===== config.mk =====
export PLATFORM = sky130hd
export DESIGN_NAME = ddc_dma
export DESIGN_NICKNAME = d
export VERILOG_FILES = /design/src/ddc_pkg.sv /design/src/ddc_fifo.sv /design/src/ddc_dma.sv
export VERILOG_INCLUDE_DIRS = /design/src
export SDC_FILE = /design/constraint.sdc
export NUM_CORES = 2
export LEC_CHECK = 0
export BUFFER_PORTS_ARGS = -buffer_cell sky130_fd_sc_hd__buf_4
export CORE_MARGIN = 2
export CORE_UTILIZATION = 55
export CTS_CLUSTER_SIZE = 25
export DETAILED_ROUTE_END_ITERATION = 7
export PLACE_DENSITY = 0.72
export RECOVER_POWER = 100
export SLEW_MARGIN = 20
export SYNTH_ARGS = -nofsm -noshare
export SYNTH_HDL_FRONTEND = slang
export SYNTH_SLANG_ARGS = --single-unit

===== constraint.sdc =====
create_clock -name clock_i -period 20.2 [get_ports clock_i]
set_input_delay 1.01 -clock clock_i [delete_from_list [all_inputs] [get_ports clock_i]]
set_output_delay 1.01 -clock clock_i [all_outputs]
set_load 0.01 [all_outputs]

===== src/ddc_defines.svh =====
// Purpose: Constants of the descriptor DMA stream.
// Assumes: 32-bit byte addresses, word-aligned elements.
// Notes: Included by the package, the engine and the checker.
`ifndef DDC_DEFINES_SVH
`define DDC_DEFINES_SVH
// ********************
// Widths and depths
// ********************
`define DDC_AW 32
`define DDC_DW 32
`define DDC_CW 16
`define DDC_FIFO_DEPTH 16
`define DDC_FIFO_AW 4
// ********************
// Descriptor layout
// ********************
`define DDC_WORD_BYTES 32'h0000_0004
`define DDC_NW_ARRAY 3'h1
`define DDC_NW_PING 3'h2
`define DDC_NW_LIST 3'h4
`define DDC_NW_LIST2D 3'h7
`define DDC_CFG_FLOW_LSB 0
`define DDC_CFG_FLOW_MSB 2
`endif


===== src/ddc_pkg.sv =====
// Purpose: Types of the descriptor DMA stream.
// Assumes: ddc_defines.svh is on the include path.
// Notes: Flow and direction codes are port encodings.
`include "ddc_defines.svh"
package ddc_pkg;
  // ********************
  // Types
  // ********************
  typedef enum logic [2:0] {
    FL_STOP = 3'h0, FL_AUTO = 3'h1, FL_ARRAY = 3'h4,
    FL_PING = 3'h5, FL_LIST = 3'h6, FL_LIST2D = 3'h7
  } ddc_flow_type;
  typedef enum logic [1:0] {
    DIR_M2M = 2'h0, DIR_M2P = 2'h1, DIR_P2M = 2'h2
  } ddc_dir_type;
  typedef enum {ST_IDLE, ST_FETCH, ST_RUN} ddc_state_type;
  typedef enum {TAG_DESC, TAG_SRC, TAG_DST} ddc_tag_type;
endpackage : ddc_pkg


===== src/ddc_fifo.sv =====
// Purpose: Flip-flop FIFO between source and destination channel.
// Assumes: One push and one pop per cycle at most.
// Notes: Flush empties it in one cycle.
module ddc_fifo #(
  parameter int W = 32,
  parameter int D = 16,
  parameter int AW = 4
) (
  input wire logic clock_i,
  input wire logic rstn_i,
  input wire logic flush_i,
  input wire logic in_valid_i,
  output logic in_ready_o,
  input wire logic [W-1:0] in_data_i,
  output logic out_valid_o,
  input wire logic out_ready_i,
  output logic [W-1:0] out_data_o,
  output logic [AW:0] count_o
);
  logic [W-1:0] mem_r [D];
  logic [AW-1:0] wp_r;
  logic [AW-1:0] rp_r;
  logic [AW:0] cnt_r;
  logic push;
  logic pop;

  // Handshakes on both sides
  assign in_ready_o = (cnt_r < (AW+1)'(D));
  assign out_valid_o = (cnt_r != '0);
  assign out_data_o = mem_r[rp_r];
  assign count_o = cnt_r;
  assign push = in_valid_i && in_ready_o;
  assign pop = out_ready_i && out_valid_o;

  // Storage has no reset; only pointers matter
  always_ff @(posedge clock_i) begin
    if (push) begin
      mem_r[wp_r] <= in_data_i;
    end
  end

  // Pointers and fill level
  always_ff @(posedge clock_i or negedge rstn_i) begin
    if (!rstn_i) begin
      wp_r <= '0;
      rp_r <= '0;
      cnt_r <= '0;
    end else if (flush_i) begin
      wp_r <= '0;
      rp_r <= '0;
      cnt_r <= '0;
    end else begin
      if (push) wp_r <= wp_r + 1'b1;
      if (pop) rp_r <= rp_r + 1'b1;
      cnt_r <= cnt_r + (AW+1)'(push) - (AW+1)'(pop);
    end
  end
endmodule : ddc_fifo


===== src/ddc_dma.sv =====
// Purpose: One memory DMA stream: source and destination channel pair.
// Assumes: Memory slave answers one request at a time with ack.
// Notes: Counts of zero are not supported; setup is by ports.
// Overview of operation
// - Memory-peripheral, peripheral-memory, memory-memory moves
// - Stream uses source and destination channel
// - Any address reachable, no region limits
// - Transfer runs alone after setup
// - Setup presented on ports, then start launches
// - Autobuffer restores setup and restarts
// - Descriptor modes fetch parameters first
// - Chained descriptors load and continue automatically
// - Stop mode halts after one buffer
// - Strides may be negative, positive, zero
// - Circular buffer interrupts when full
// - Optional half or quarter buffer interrupts
// - Ping-pong ring: link and address
// - List: link, address, length, config
// - Array: sequential one-word base addresses
// - 2D list: link, address, both counts, source strides, config
`include "ddc_defines.svh"
module ddc_dma (
  input wire logic clock_i,
  input wire logic rstn_i,
  input wire logic start_i,
  input wire logic clear_i,
  input wire ddc_pkg::ddc_flow_type flow_i,
  input wire ddc_pkg::ddc_dir_type dir_i,
  input wire logic [1:0] frac_i,
  input wire logic [`DDC_AW-1:0] desc_ptr_i,
  input wire logic [`DDC_AW-1:0] src_addr_i,
  input wire logic [`DDC_AW-1:0] dst_addr_i,
  input wire logic [`DDC_CW-1:0] xcnt_i,
  input wire logic [`DDC_CW-1:0] ycnt_i,
  input wire logic [`DDC_AW-1:0] src_xmod_i,
  input wire logic [`DDC_AW-1:0] src_ymod_i,
  input wire logic [`DDC_AW-1:0] dst_xmod_i,
  input wire logic [`DDC_AW-1:0] dst_ymod_i,
  output logic mem_req_o,
  output logic mem_we_o,
  output logic [`DDC_AW-1:0] mem_addr_o,
  output logic [`DDC_DW-1:0] mem_wdata_o,
  input wire logic mem_ack_i,
  input wire logic mem_err_i,
  input wire logic [`DDC_DW-1:0] mem_rdata_i,
  input wire logic per_rx_valid_i,
  input wire logic [`DDC_DW-1:0] per_rx_data_i,
  output logic per_rx_ready_o,
  output logic per_tx_valid_o,
  output logic [`DDC_DW-1:0] per_tx_data_o,
  input wire logic per_tx_ready_i,
  output logic busy_o,
  output logic done_o,
  output logic err_o,
  output logic irq_o
);
  // ********************
  // Helpers
  // ********************
  // Next address: inner stride, or outer stride at row end
  function automatic logic [`DDC_AW-1:0] step_addr(
    input logic [`DDC_AW-1:0] a, input logic [`DDC_CW-1:0] xl,
    input logic [`DDC_AW-1:0] xm, input logic [`DDC_AW-1:0] ym);
    step_addr = a + ((xl == `DDC_CW'h1) ? ym : xm);
  endfunction : step_addr

  // Next {inner, outer} remaining counts
  function automatic logic [2*`DDC_CW-1:0] step_cnt(
    input logic [`DDC_CW-1:0] xl, input logic [`DDC_CW-1:0] yl,
    input logic [`DDC_CW-1:0] xc);
    if (xl == `DDC_CW'h1) step_cnt = {xc, yl - 1'b1};
    else step_cnt = {xl - 1'b1, yl};
  endfunction : step_cnt

  // Descriptor size by flow
  function automatic logic [2:0] desc_words(input ddc_pkg::ddc_flow_type f);
    unique case (f)
      ddc_pkg::FL_ARRAY: desc_words = `DDC_NW_ARRAY;
      ddc_pkg::FL_PING: desc_words = `DDC_NW_PING;
      ddc_pkg::FL_LIST: desc_words = `DDC_NW_LIST;
      default: desc_words = `DDC_NW_LIST2D;
    endcase
  endfunction : desc_words

  // ********************
  // State
  // ********************
  ddc_pkg::ddc_state_type st_r;
  ddc_pkg::ddc_flow_type flow_r;
  ddc_pkg::ddc_dir_type dir_r;
  ddc_pkg::ddc_tag_type tag_r;
  logic [1:0] frac_r;
  logic [`DDC_AW-1:0] dptr_r, next_r, sa_r, da_r, sa0_r, da0_r;
  logic [`DDC_AW-1:0] sxm_r, sym_r, dxm_r, dym_r;
  logic [`DDC_CW-1:0] xc_r, yc_r, sxl_r, syl_r, dxl_r, dyl_r;
  logic [2:0] widx_r;
  logic [`DDC_AW-1:0] fcnt_r;
  logic req_r, we_r, rxr_r, txv_r, done_r, err_r, irq_r;
  logic [`DDC_AW-1:0] addr_r;
  logic [`DDC_DW-1:0] wd_r, txd_r;

  logic run, want_desc, want_dst, want_src, go_desc, go_dst, go_src;
  logic ack_ok, ack_err, rx_acc, tx_load, src_step, dst_step, seq_end;
  logic fin_ok, fin_desc, in_ready, f_valid, f_push;
  logic [`DDC_DW-1:0] f_out, f_in;
  logic [`DDC_FIFO_AW:0] f_cnt;
  logic [`DDC_AW-1:0] frac_len;
  logic [`DDC_AW-1:0] dword;

  // ********************
  // Arbitration of the memory port
  // ********************
  // Descriptor fetch first, then writes so the FIFO drains before reads
  assign run = (st_r == ddc_pkg::ST_RUN);
  assign want_desc = (st_r == ddc_pkg::ST_FETCH);
  assign want_dst = run && dir_r != ddc_pkg::DIR_M2P && f_valid && dyl_r != '0;
  assign want_src = run && dir_r != ddc_pkg::DIR_P2M && in_ready && syl_r != '0;
  assign go_desc = !req_r && want_desc;
  assign go_dst = !req_r && !want_desc && want_dst;
  assign go_src = !req_r && !want_desc && !want_dst && want_src;
  assign ack_ok = req_r && mem_ack_i && !mem_err_i;
  assign ack_err = req_r && mem_ack_i && mem_err_i;
  assign dword = mem_rdata_i;

  // Element events of each channel
  assign rx_acc = run && per_rx_valid_i && rxr_r;
  assign tx_load = run && dir_r == ddc_pkg::DIR_M2P && f_valid && dyl_r != '0
                   && (!txv_r || per_tx_ready_i);
  assign src_step = go_src || rx_acc;
  assign dst_step = go_dst || tx_load;
  assign seq_end = run && syl_r == '0 && dyl_r == '0 && !req_r && !txv_r;
  assign fin_desc = ack_ok && tag_r == ddc_pkg::TAG_DESC
                    && widx_r == desc_words(flow_r) - 3'h1;
  assign fin_ok = fin_desc && !(flow_r == ddc_pkg::FL_ARRAY && dword == '0);

  // FIFO feed from memory reads or the peripheral
  assign f_push = (ack_ok && tag_r == ddc_pkg::TAG_SRC) || rx_acc;
  assign f_in = rx_acc ? per_rx_data_i : mem_rdata_i;

  ddc_fifo #(
    .W(`DDC_DW),
    .D(`DDC_FIFO_DEPTH),
    .AW(`DDC_FIFO_AW)
  ) u_fifo (
    .clock_i(clock_i),
    .rstn_i(rstn_i),
    .flush_i(st_r == ddc_pkg::ST_IDLE),
    .in_valid_i(f_push),
    .in_ready_o(in_ready),
    .in_data_i(f_in),
    .out_valid_o(f_valid),
    .out_ready_i(go_dst || tx_load),
    .out_data_o(f_out),
    .count_o(f_cnt)
  );

  // ********************
  // Memory master
  // ********************
  // One request outstanding; held until ack
  always_ff @(posedge clock_i or negedge rstn_i) begin
    if (!rstn_i) begin
      req_r <= 1'b0;
      we_r <= 1'b0;
      addr_r <= '0;
      wd_r <= '0;
      tag_r <= ddc_pkg::TAG_DESC;
    end else if (req_r) begin
      if (mem_ack_i) req_r <= 1'b0;
    end else if (go_desc) begin
      req_r <= 1'b1;
      we_r <= 1'b0;
      addr_r <= dptr_r + {27'h0, widx_r, 2'h0};
      tag_r <= ddc_pkg::TAG_DESC;
    end else if (go_dst) begin
      req_r <= 1'b1;
      we_r <= 1'b1;
      addr_r <= da_r;
      wd_r <= f_out;
      tag_r <= ddc_pkg::TAG_DST;
    end else if (go_src) begin
      req_r <= 1'b1;
      we_r <= 1'b0;
      addr_r <= sa_r;
      tag_r <= ddc_pkg::TAG_SRC;
    end
  end

  // ********************
  // Peripheral side
  // ********************
  // Ready is registered, so keep two words of headroom
  always_ff @(posedge clock_i or negedge rstn_i) begin
    if (!rstn_i) begin
      rxr_r <= 1'b0;
    end else begin
      rxr_r <= run && dir_r == ddc_pkg::DIR_P2M && syl_r != '0
               && !(rx_acc && syl_r == `DDC_CW'h1 && sxl_r == `DDC_CW'h1)
               && f_cnt < (`DDC_FIFO_AW+1)'(`DDC_FIFO_DEPTH - 2);
    end
  end

  // Output holding register toward the peripheral
  always_ff @(posedge clock_i or negedge rstn_i) begin
    if (!rstn_i) begin
      txv_r <= 1'b0;
      txd_r <= '0;
    end else if (tx_load) begin
      txv_r <= 1'b1;
      txd_r <= f_out;
    end else if (per_tx_ready_i || st_r == ddc_pkg::ST_IDLE) begin
      txv_r <= 1'b0;
    end
  end

  // ********************
  // Channel control
  // ********************
  always_ff @(posedge clock_i or negedge rstn_i) begin
    if (!rstn_i) begin
      st_r <= ddc_pkg::ST_IDLE;
      flow_r <= ddc_pkg::FL_STOP;
      dir_r <= ddc_pkg::DIR_M2M;
      frac_r <= 2'h0;
      {dptr_r, next_r, sa_r, da_r, sa0_r, da0_r} <= '0;
      {sxm_r, sym_r, dxm_r, dym_r} <= '0;
      {xc_r, yc_r, sxl_r, syl_r, dxl_r, dyl_r} <= '0;
      widx_r <= 3'h0;
    end else if (ack_err) begin
      st_r <= ddc_pkg::ST_IDLE;
    end else if (st_r == ddc_pkg::ST_IDLE) begin
      if (start_i) begin
        flow_r <= flow_i;
        dir_r <= dir_i;
        frac_r <= frac_i;
        dptr_r <= desc_ptr_i;
        {sa_r, sa0_r, da_r, da0_r} <= {src_addr_i, src_addr_i, dst_addr_i, dst_addr_i};
        {sxm_r, sym_r, dxm_r, dym_r} <= {src_xmod_i, src_ymod_i, dst_xmod_i, dst_ymod_i};
        {xc_r, yc_r, sxl_r, dxl_r} <= {xcnt_i, ycnt_i, xcnt_i, xcnt_i};
        {syl_r, dyl_r} <= {ycnt_i, ycnt_i};
        widx_r <= 3'h0;
        if (flow_i == ddc_pkg::FL_STOP || flow_i == ddc_pkg::FL_AUTO) begin
          st_r <= ddc_pkg::ST_RUN;
        end else begin
          st_r <= ddc_pkg::ST_FETCH;
        end
      end
    end else if (st_r == ddc_pkg::ST_FETCH) begin
      if (ack_ok) begin
        widx_r <= widx_r + 3'h1;
        unique case ({flow_r, widx_r})
          {ddc_pkg::FL_ARRAY, 3'h0}: sa_r <= dword;
          {ddc_pkg::FL_PING, 3'h0}, {ddc_pkg::FL_LIST, 3'h0},
          {ddc_pkg::FL_LIST2D, 3'h0}: next_r <= dword;
          {ddc_pkg::FL_PING, 3'h1}, {ddc_pkg::FL_LIST, 3'h1},
          {ddc_pkg::FL_LIST2D, 3'h1}: sa_r <= dword;
          {ddc_pkg::FL_LIST, 3'h2}: {xc_r, yc_r, sym_r} <= {dword[`DDC_CW-1:0], `DDC_CW'h1, sxm_r};
          {ddc_pkg::FL_LIST2D, 3'h2}: xc_r <= dword[`DDC_CW-1:0];
          {ddc_pkg::FL_LIST2D, 3'h3}: sxm_r <= dword;
          {ddc_pkg::FL_LIST2D, 3'h4}: yc_r <= dword[`DDC_CW-1:0];
          {ddc_pkg::FL_LIST2D, 3'h5}: sym_r <= dword;
          {ddc_pkg::FL_LIST, 3'h3}, {ddc_pkg::FL_LIST2D, 3'h6}:
            flow_r <= ddc_pkg::ddc_flow_type'(dword[`DDC_CFG_FLOW_MSB:`DDC_CFG_FLOW_LSB]);
          default: ;
        endcase
        if (fin_desc && !fin_ok) begin
          st_r <= ddc_pkg::ST_IDLE;
        end else if (fin_ok) begin
          st_r <= ddc_pkg::ST_RUN;
          {sxl_r, dxl_r, syl_r, dyl_r} <= {xc_r, xc_r, yc_r, yc_r};
        end
      end
    end else begin
      if (src_step) begin
        sa_r <= step_addr(sa_r, sxl_r, sxm_r, sym_r);
        {sxl_r, syl_r} <= step_cnt(sxl_r, syl_r, xc_r);
      end
      if (dst_step && dir_r != ddc_pkg::DIR_M2P) begin
        da_r <= step_addr(da_r, dxl_r, dxm_r, dym_r);
      end
      if (dst_step) begin
        {dxl_r, dyl_r} <= step_cnt(dxl_r, dyl_r, xc_r);
      end
      if (seq_end) begin
        widx_r <= 3'h0;
        unique case (flow_r)
          ddc_pkg::FL_STOP: st_r <= ddc_pkg::ST_IDLE;
          ddc_pkg::FL_AUTO: begin
            {sa_r, da_r} <= {sa0_r, da0_r};
            {sxl_r, dxl_r, syl_r, dyl_r} <= {xc_r, xc_r, yc_r, yc_r};
          end
          ddc_pkg::FL_ARRAY: begin
            dptr_r <= dptr_r + `DDC_WORD_BYTES;
            st_r <= ddc_pkg::ST_FETCH;
          end
          default: begin
            dptr_r <= next_r;
            st_r <= ddc_pkg::ST_FETCH;
          end
        endcase
      end
    end
  end

  // ********************
  // Buffer interrupts
  // ********************
  // Whole, half, quarter or eighth of the buffer; tiny buffers interrupt per element
  assign frac_len = ({16'h0, xc_r} * {16'h0, yc_r}) >> frac_r;
  always_ff @(posedge clock_i or negedge rstn_i) begin
    if (!rstn_i) begin
      fcnt_r <= '0;
      irq_r <= 1'b0;
    end else if (!run) begin
      fcnt_r <= '0;
      irq_r <= 1'b0;
    end else if (dst_step && fcnt_r + 32'h1 >= frac_len) begin
      fcnt_r <= '0;
      irq_r <= 1'b1;
    end else begin
      fcnt_r <= fcnt_r + {31'h0, dst_step};
      irq_r <= 1'b0;
    end
  end

  // ********************
  // Status
  // ********************
  // Sticky flags: a new event wins over a clear in the same cycle
  always_ff @(posedge clock_i or negedge rstn_i) begin
    if (!rstn_i) begin
      done_r <= 1'b0;
      err_r <= 1'b0;
    end else begin
      if ((seq_end && flow_r == ddc_pkg::FL_STOP) || (fin_desc && !fin_ok)) begin
        done_r <= 1'b1;
      end else if (clear_i) begin
        done_r <= 1'b0;
      end
      if (ack_err) begin
        err_r <= 1'b1;
      end else if (clear_i) begin
        err_r <= 1'b0;
      end
    end
  end

  // ********************
  // Outputs
  // ********************
  assign mem_req_o = req_r;
  assign mem_we_o = we_r;
  assign mem_addr_o = addr_r;
  assign mem_wdata_o = wd_r;
  assign per_rx_ready_o = rxr_r;
  assign per_tx_valid_o = txv_r;
  assign per_tx_data_o = txd_r;
  assign busy_o = (st_r != ddc_pkg::ST_IDLE) || req_r; // Busy from state flops
  assign done_o = done_r;
  assign err_o = err_r;
  assign irq_o = irq_r;
endmodule : ddc_dma


==> results.cfg <==
[worst_setup_path]
end_kind = asynchronous set/reset pin
worstSetupStartpointType = primary input
crit_fanout = 118
timing.rr.end = sxl_r[7]
startpoint = rstn_i
path_class = primary input to asynchronous set/reset pin
critPathCapture = mem_wdata_o[10]
critical_path_arrival_ns = 12.54
rr_startpoint = st_r[0]
rrSetupSlack_ns = 8.22
cp.required_ns = 20.45
reg2reg_depth = 9

[final_layout]
num-fill-cells = 9682
drive_above_1_share = 0.113
fin_cells = 8264
largest_reg_flops = 512
nets = 7405
top_register = u_fifo.mem_r
synthToLayoutAreaGrowth_pct = 11.8

[yosys]
netlist_instances = 6397
avgSynthCellArea_um2 = 10.0
ys_types = 83
synth_edf_count = 512
synth_top_family_by_area = simple AND/OR/NAND/NOR gates
yosysSeqAreaShare = 0.465
synth_ff_type = dfrtp_1
synth_xor_area_frac = 0.0310
yosys_warnings = 0
synthArstFlopShare = 0.530
yosys.area_share.simple = 0.148
synth-compound-area-share = 0.129
synth_top_area_share = 0.240
synthMuxAreaShare = 0.0809
synth_adder_area_share = 0.107
yosys-top-cells-area = edfxtp_1 (24%), dfrtp_1 (22%), nand2_1 (7.4%)
synth_nets = 7160
synth_area_leader_cell = edfxtp_1
ys_seq_elements = 1089
syn_area_um2 = 64200

[flow_run]
maxCapViolCount = 46

[clock_tree]
clk_path_buf_depth = 3
cts_root_buf = clkbuf_16
cts_buffers = 112
cts_htree_levels = 3
post-cts-setup-buffers = 0
clock_sinks = 1089
clk_pin_slew_worst_paths_ns = 0.06
clk_latency_ns = 0.75
cts_hold_buf = 0
cts_resized = 0
cts_tree = yes

[power]
leakage_nw = 30.4
irDropWorstVdd_v = 0.000458
pwr_density_cell_nw_per_um2 = 209

[routing]
dr_total_vias = 51500
wl_per_cell_um = 25.4
wl_um = 210000
drt_iter0_markers = 6095
drc = 0
viasPerCell = 6.24
ant_nets = 0
drt_pass1_iterations = 6

[timing]
worst_pin_slew_ns = 6.69
slew_headroom = -3.46
fmax_mhz = 81.4
setup_viol = 0
tns_ns = 0
hold_viol = 0
period_share = 0.608
clock_skew_ns = 0.0811
rsz0062_at_grt = no
slew_viol_final = 2026
period_needed_ns = 12.29
hold_ws_ns = 0.449

[floorplan]
ios = 439
start_util = 0.554
die_h_um = 346
rows = 125
die_area_um2 = 119000
fp.coreArea_um2 = 116000
die_w_um = 346

[global_route]
grt_start_max_net_pins = 180
track_usage = 0.348
antenna_found_initial = 24
grt_pass1_vias = 49300
grt_overflow = 0
grt_pass1_wl_um = 313000

[placed_design]
place.gp.congestion = 0.995
dp_hpwl_um = 146000
io_buffers = 438
placed_cells = 8052

[run_status]
status = finished, violations left
failed_checks = capacitance limit, slew limit

[worst_hold_path]
hold_class = primary input to flip-flop
logic make-up (layout without fill, tap and decap cells):
family | count (synthesis) | after routing
XOR/XNOR | 227 | 227
other | 0 | 7
AND/OR/NAND/NOR | 2191 | 2191
multiplexers | 420 | 420
adder cells (fa/ha/maj) | 429 | 429
AO/OA/AOI/OAI | 1356 | 1356
buffers and inverters | 685 | 1021
flip-flops | 1089 | 1089
synth_stat cells (all sizes together), types with 150 or more instances:
| library cell | instances |
|---|---|
| mux2i | 206 |
| clkbuf | 336 |
| fa | 198 |
| ha | 230 |
| mux2 | 150 |
| and2 | 160 |
| edfxtp | 512 |
| dfrtp | 577 |
| inv | 292 |
| o21ai | 440 |
| nand2 | 1257 |
| a21oi | 376 |
| nor2 | 402 |
layout make-up:
cell class	count	area, um2	share of cell area
clock inverters	49	519	0.00724
inverters	292	1100	0.0153
well taps	1524	1910	0.0266
multi-input cells	4623	31900	0.444
flip-flops and latches	1089	29800	0.416
clock buffers	156	3120	0.0435
diodes	7	17.5	0.000244
repair buffers	524	3390	0.0472
worst max-delay path, stage by stage:
cell	delay, ns
clkbuf_1	4.56
clkbuf_1	2.20
clkbuf_1	2.53
clkbuf_1	2.05
worst min-delay path by stage:
stage,cells after the start,endpoint,startpoint,slack (ns)
final,3,dxm_r[26],dst_xmod_i[26],0.45
after global routing,3,dxm_r[26],dst_xmod_i[26],0.46
after CTS,1,dxm_r[16],rstn_i,0.41
after detailed placement,2,sa0_r[18],sa0_r[18],0.46
after global placement,2,sa0_r[12],sa0_r[12],0.45
after floorplan,2,da0_r[20],da0_r[20],0.44
placed cells by master, fill, tap and decap left out, types with 19 or more instances in the layout:
cell type | synthesis | final
a211oi_1 | 59 | 59
a21o_1 | 73 | 73
a21oi_1 | 376 | 376
a221oi_1 | 49 | 49
a22oi_1 | 81 | 81
a31oi_1 | 48 | 48
and2_0 | 0 | 19
and2_1 | 160 | 141
and3_1 | 36 | 36
buf_4 | 0 | 374
clkbuf_1 | 336 | 178
clkbuf_16 | 0 | 112
dfrtp_1 | 577 | 574
edfxtp_1 | 512 | 512
fa_1 | 198 | 198
ha_1 | 230 | 230
inv_1 | 291 | 291
mux2_1 | 0 | 32
mux2_2 | 150 | 118
mux2i_1 | 206 | 206
mux4_2 | 64 | 64
nand2_1 | 1257 | 1255
nand2b_1 | 19 | 19
nand3_1 | 73 | 70
nand4_1 | 51 | 51
nor2_1 | 401 | 397
nor2b_1 | 31 | 29
nor3_1 | 62 | 63
nor4_1 | 22 | 22
o211ai_1 | 47 | 47
o21a_1 | 28 | 27
o21ai_0 | 435 | 435
o22ai_1 | 23 | 23
or3_1 | 26 | 26
xnor2_1 | 119 | 119
xor2_1 | 108 | 108
where the power goes:
part           internal (mW)  switching [mW]  total, mW
Clock                   1.15           0.920       2.06
Sequential              2.83           0.687       3.52
Combinational           3.89            5.50       9.39
Total                   7.87            7.11       15.0
per-layer routing:
layer | global-route usage | vias up | part of all wire
met5 | 0 | - | 0.00057
met4 | 0.142 | 18 | 0.046
met1 | 0.497 | 25300 | 0.41
met3 | 0.0875 | 518 | 0.12
met2 | 0.508 | 2854 | 0.43
li1 | - | 22900 | -
per-stage QoR:
stage	setup WS (ns)	util	power (mW)	instance area, um2
2_1_floorplan	11.59	-	10.4	64200
5_1_grt	5.70	0.619	16.4	71700
4_1_cts	10.57	0.624	15.0	72400
3_3_place_gp	10.75	0.593	12.7	68700
6_report	7.91	0.619	15.0	71700
3_5_place_dp	10.61	0.593	12.9	68700
(Power assumes the default switching activity.)
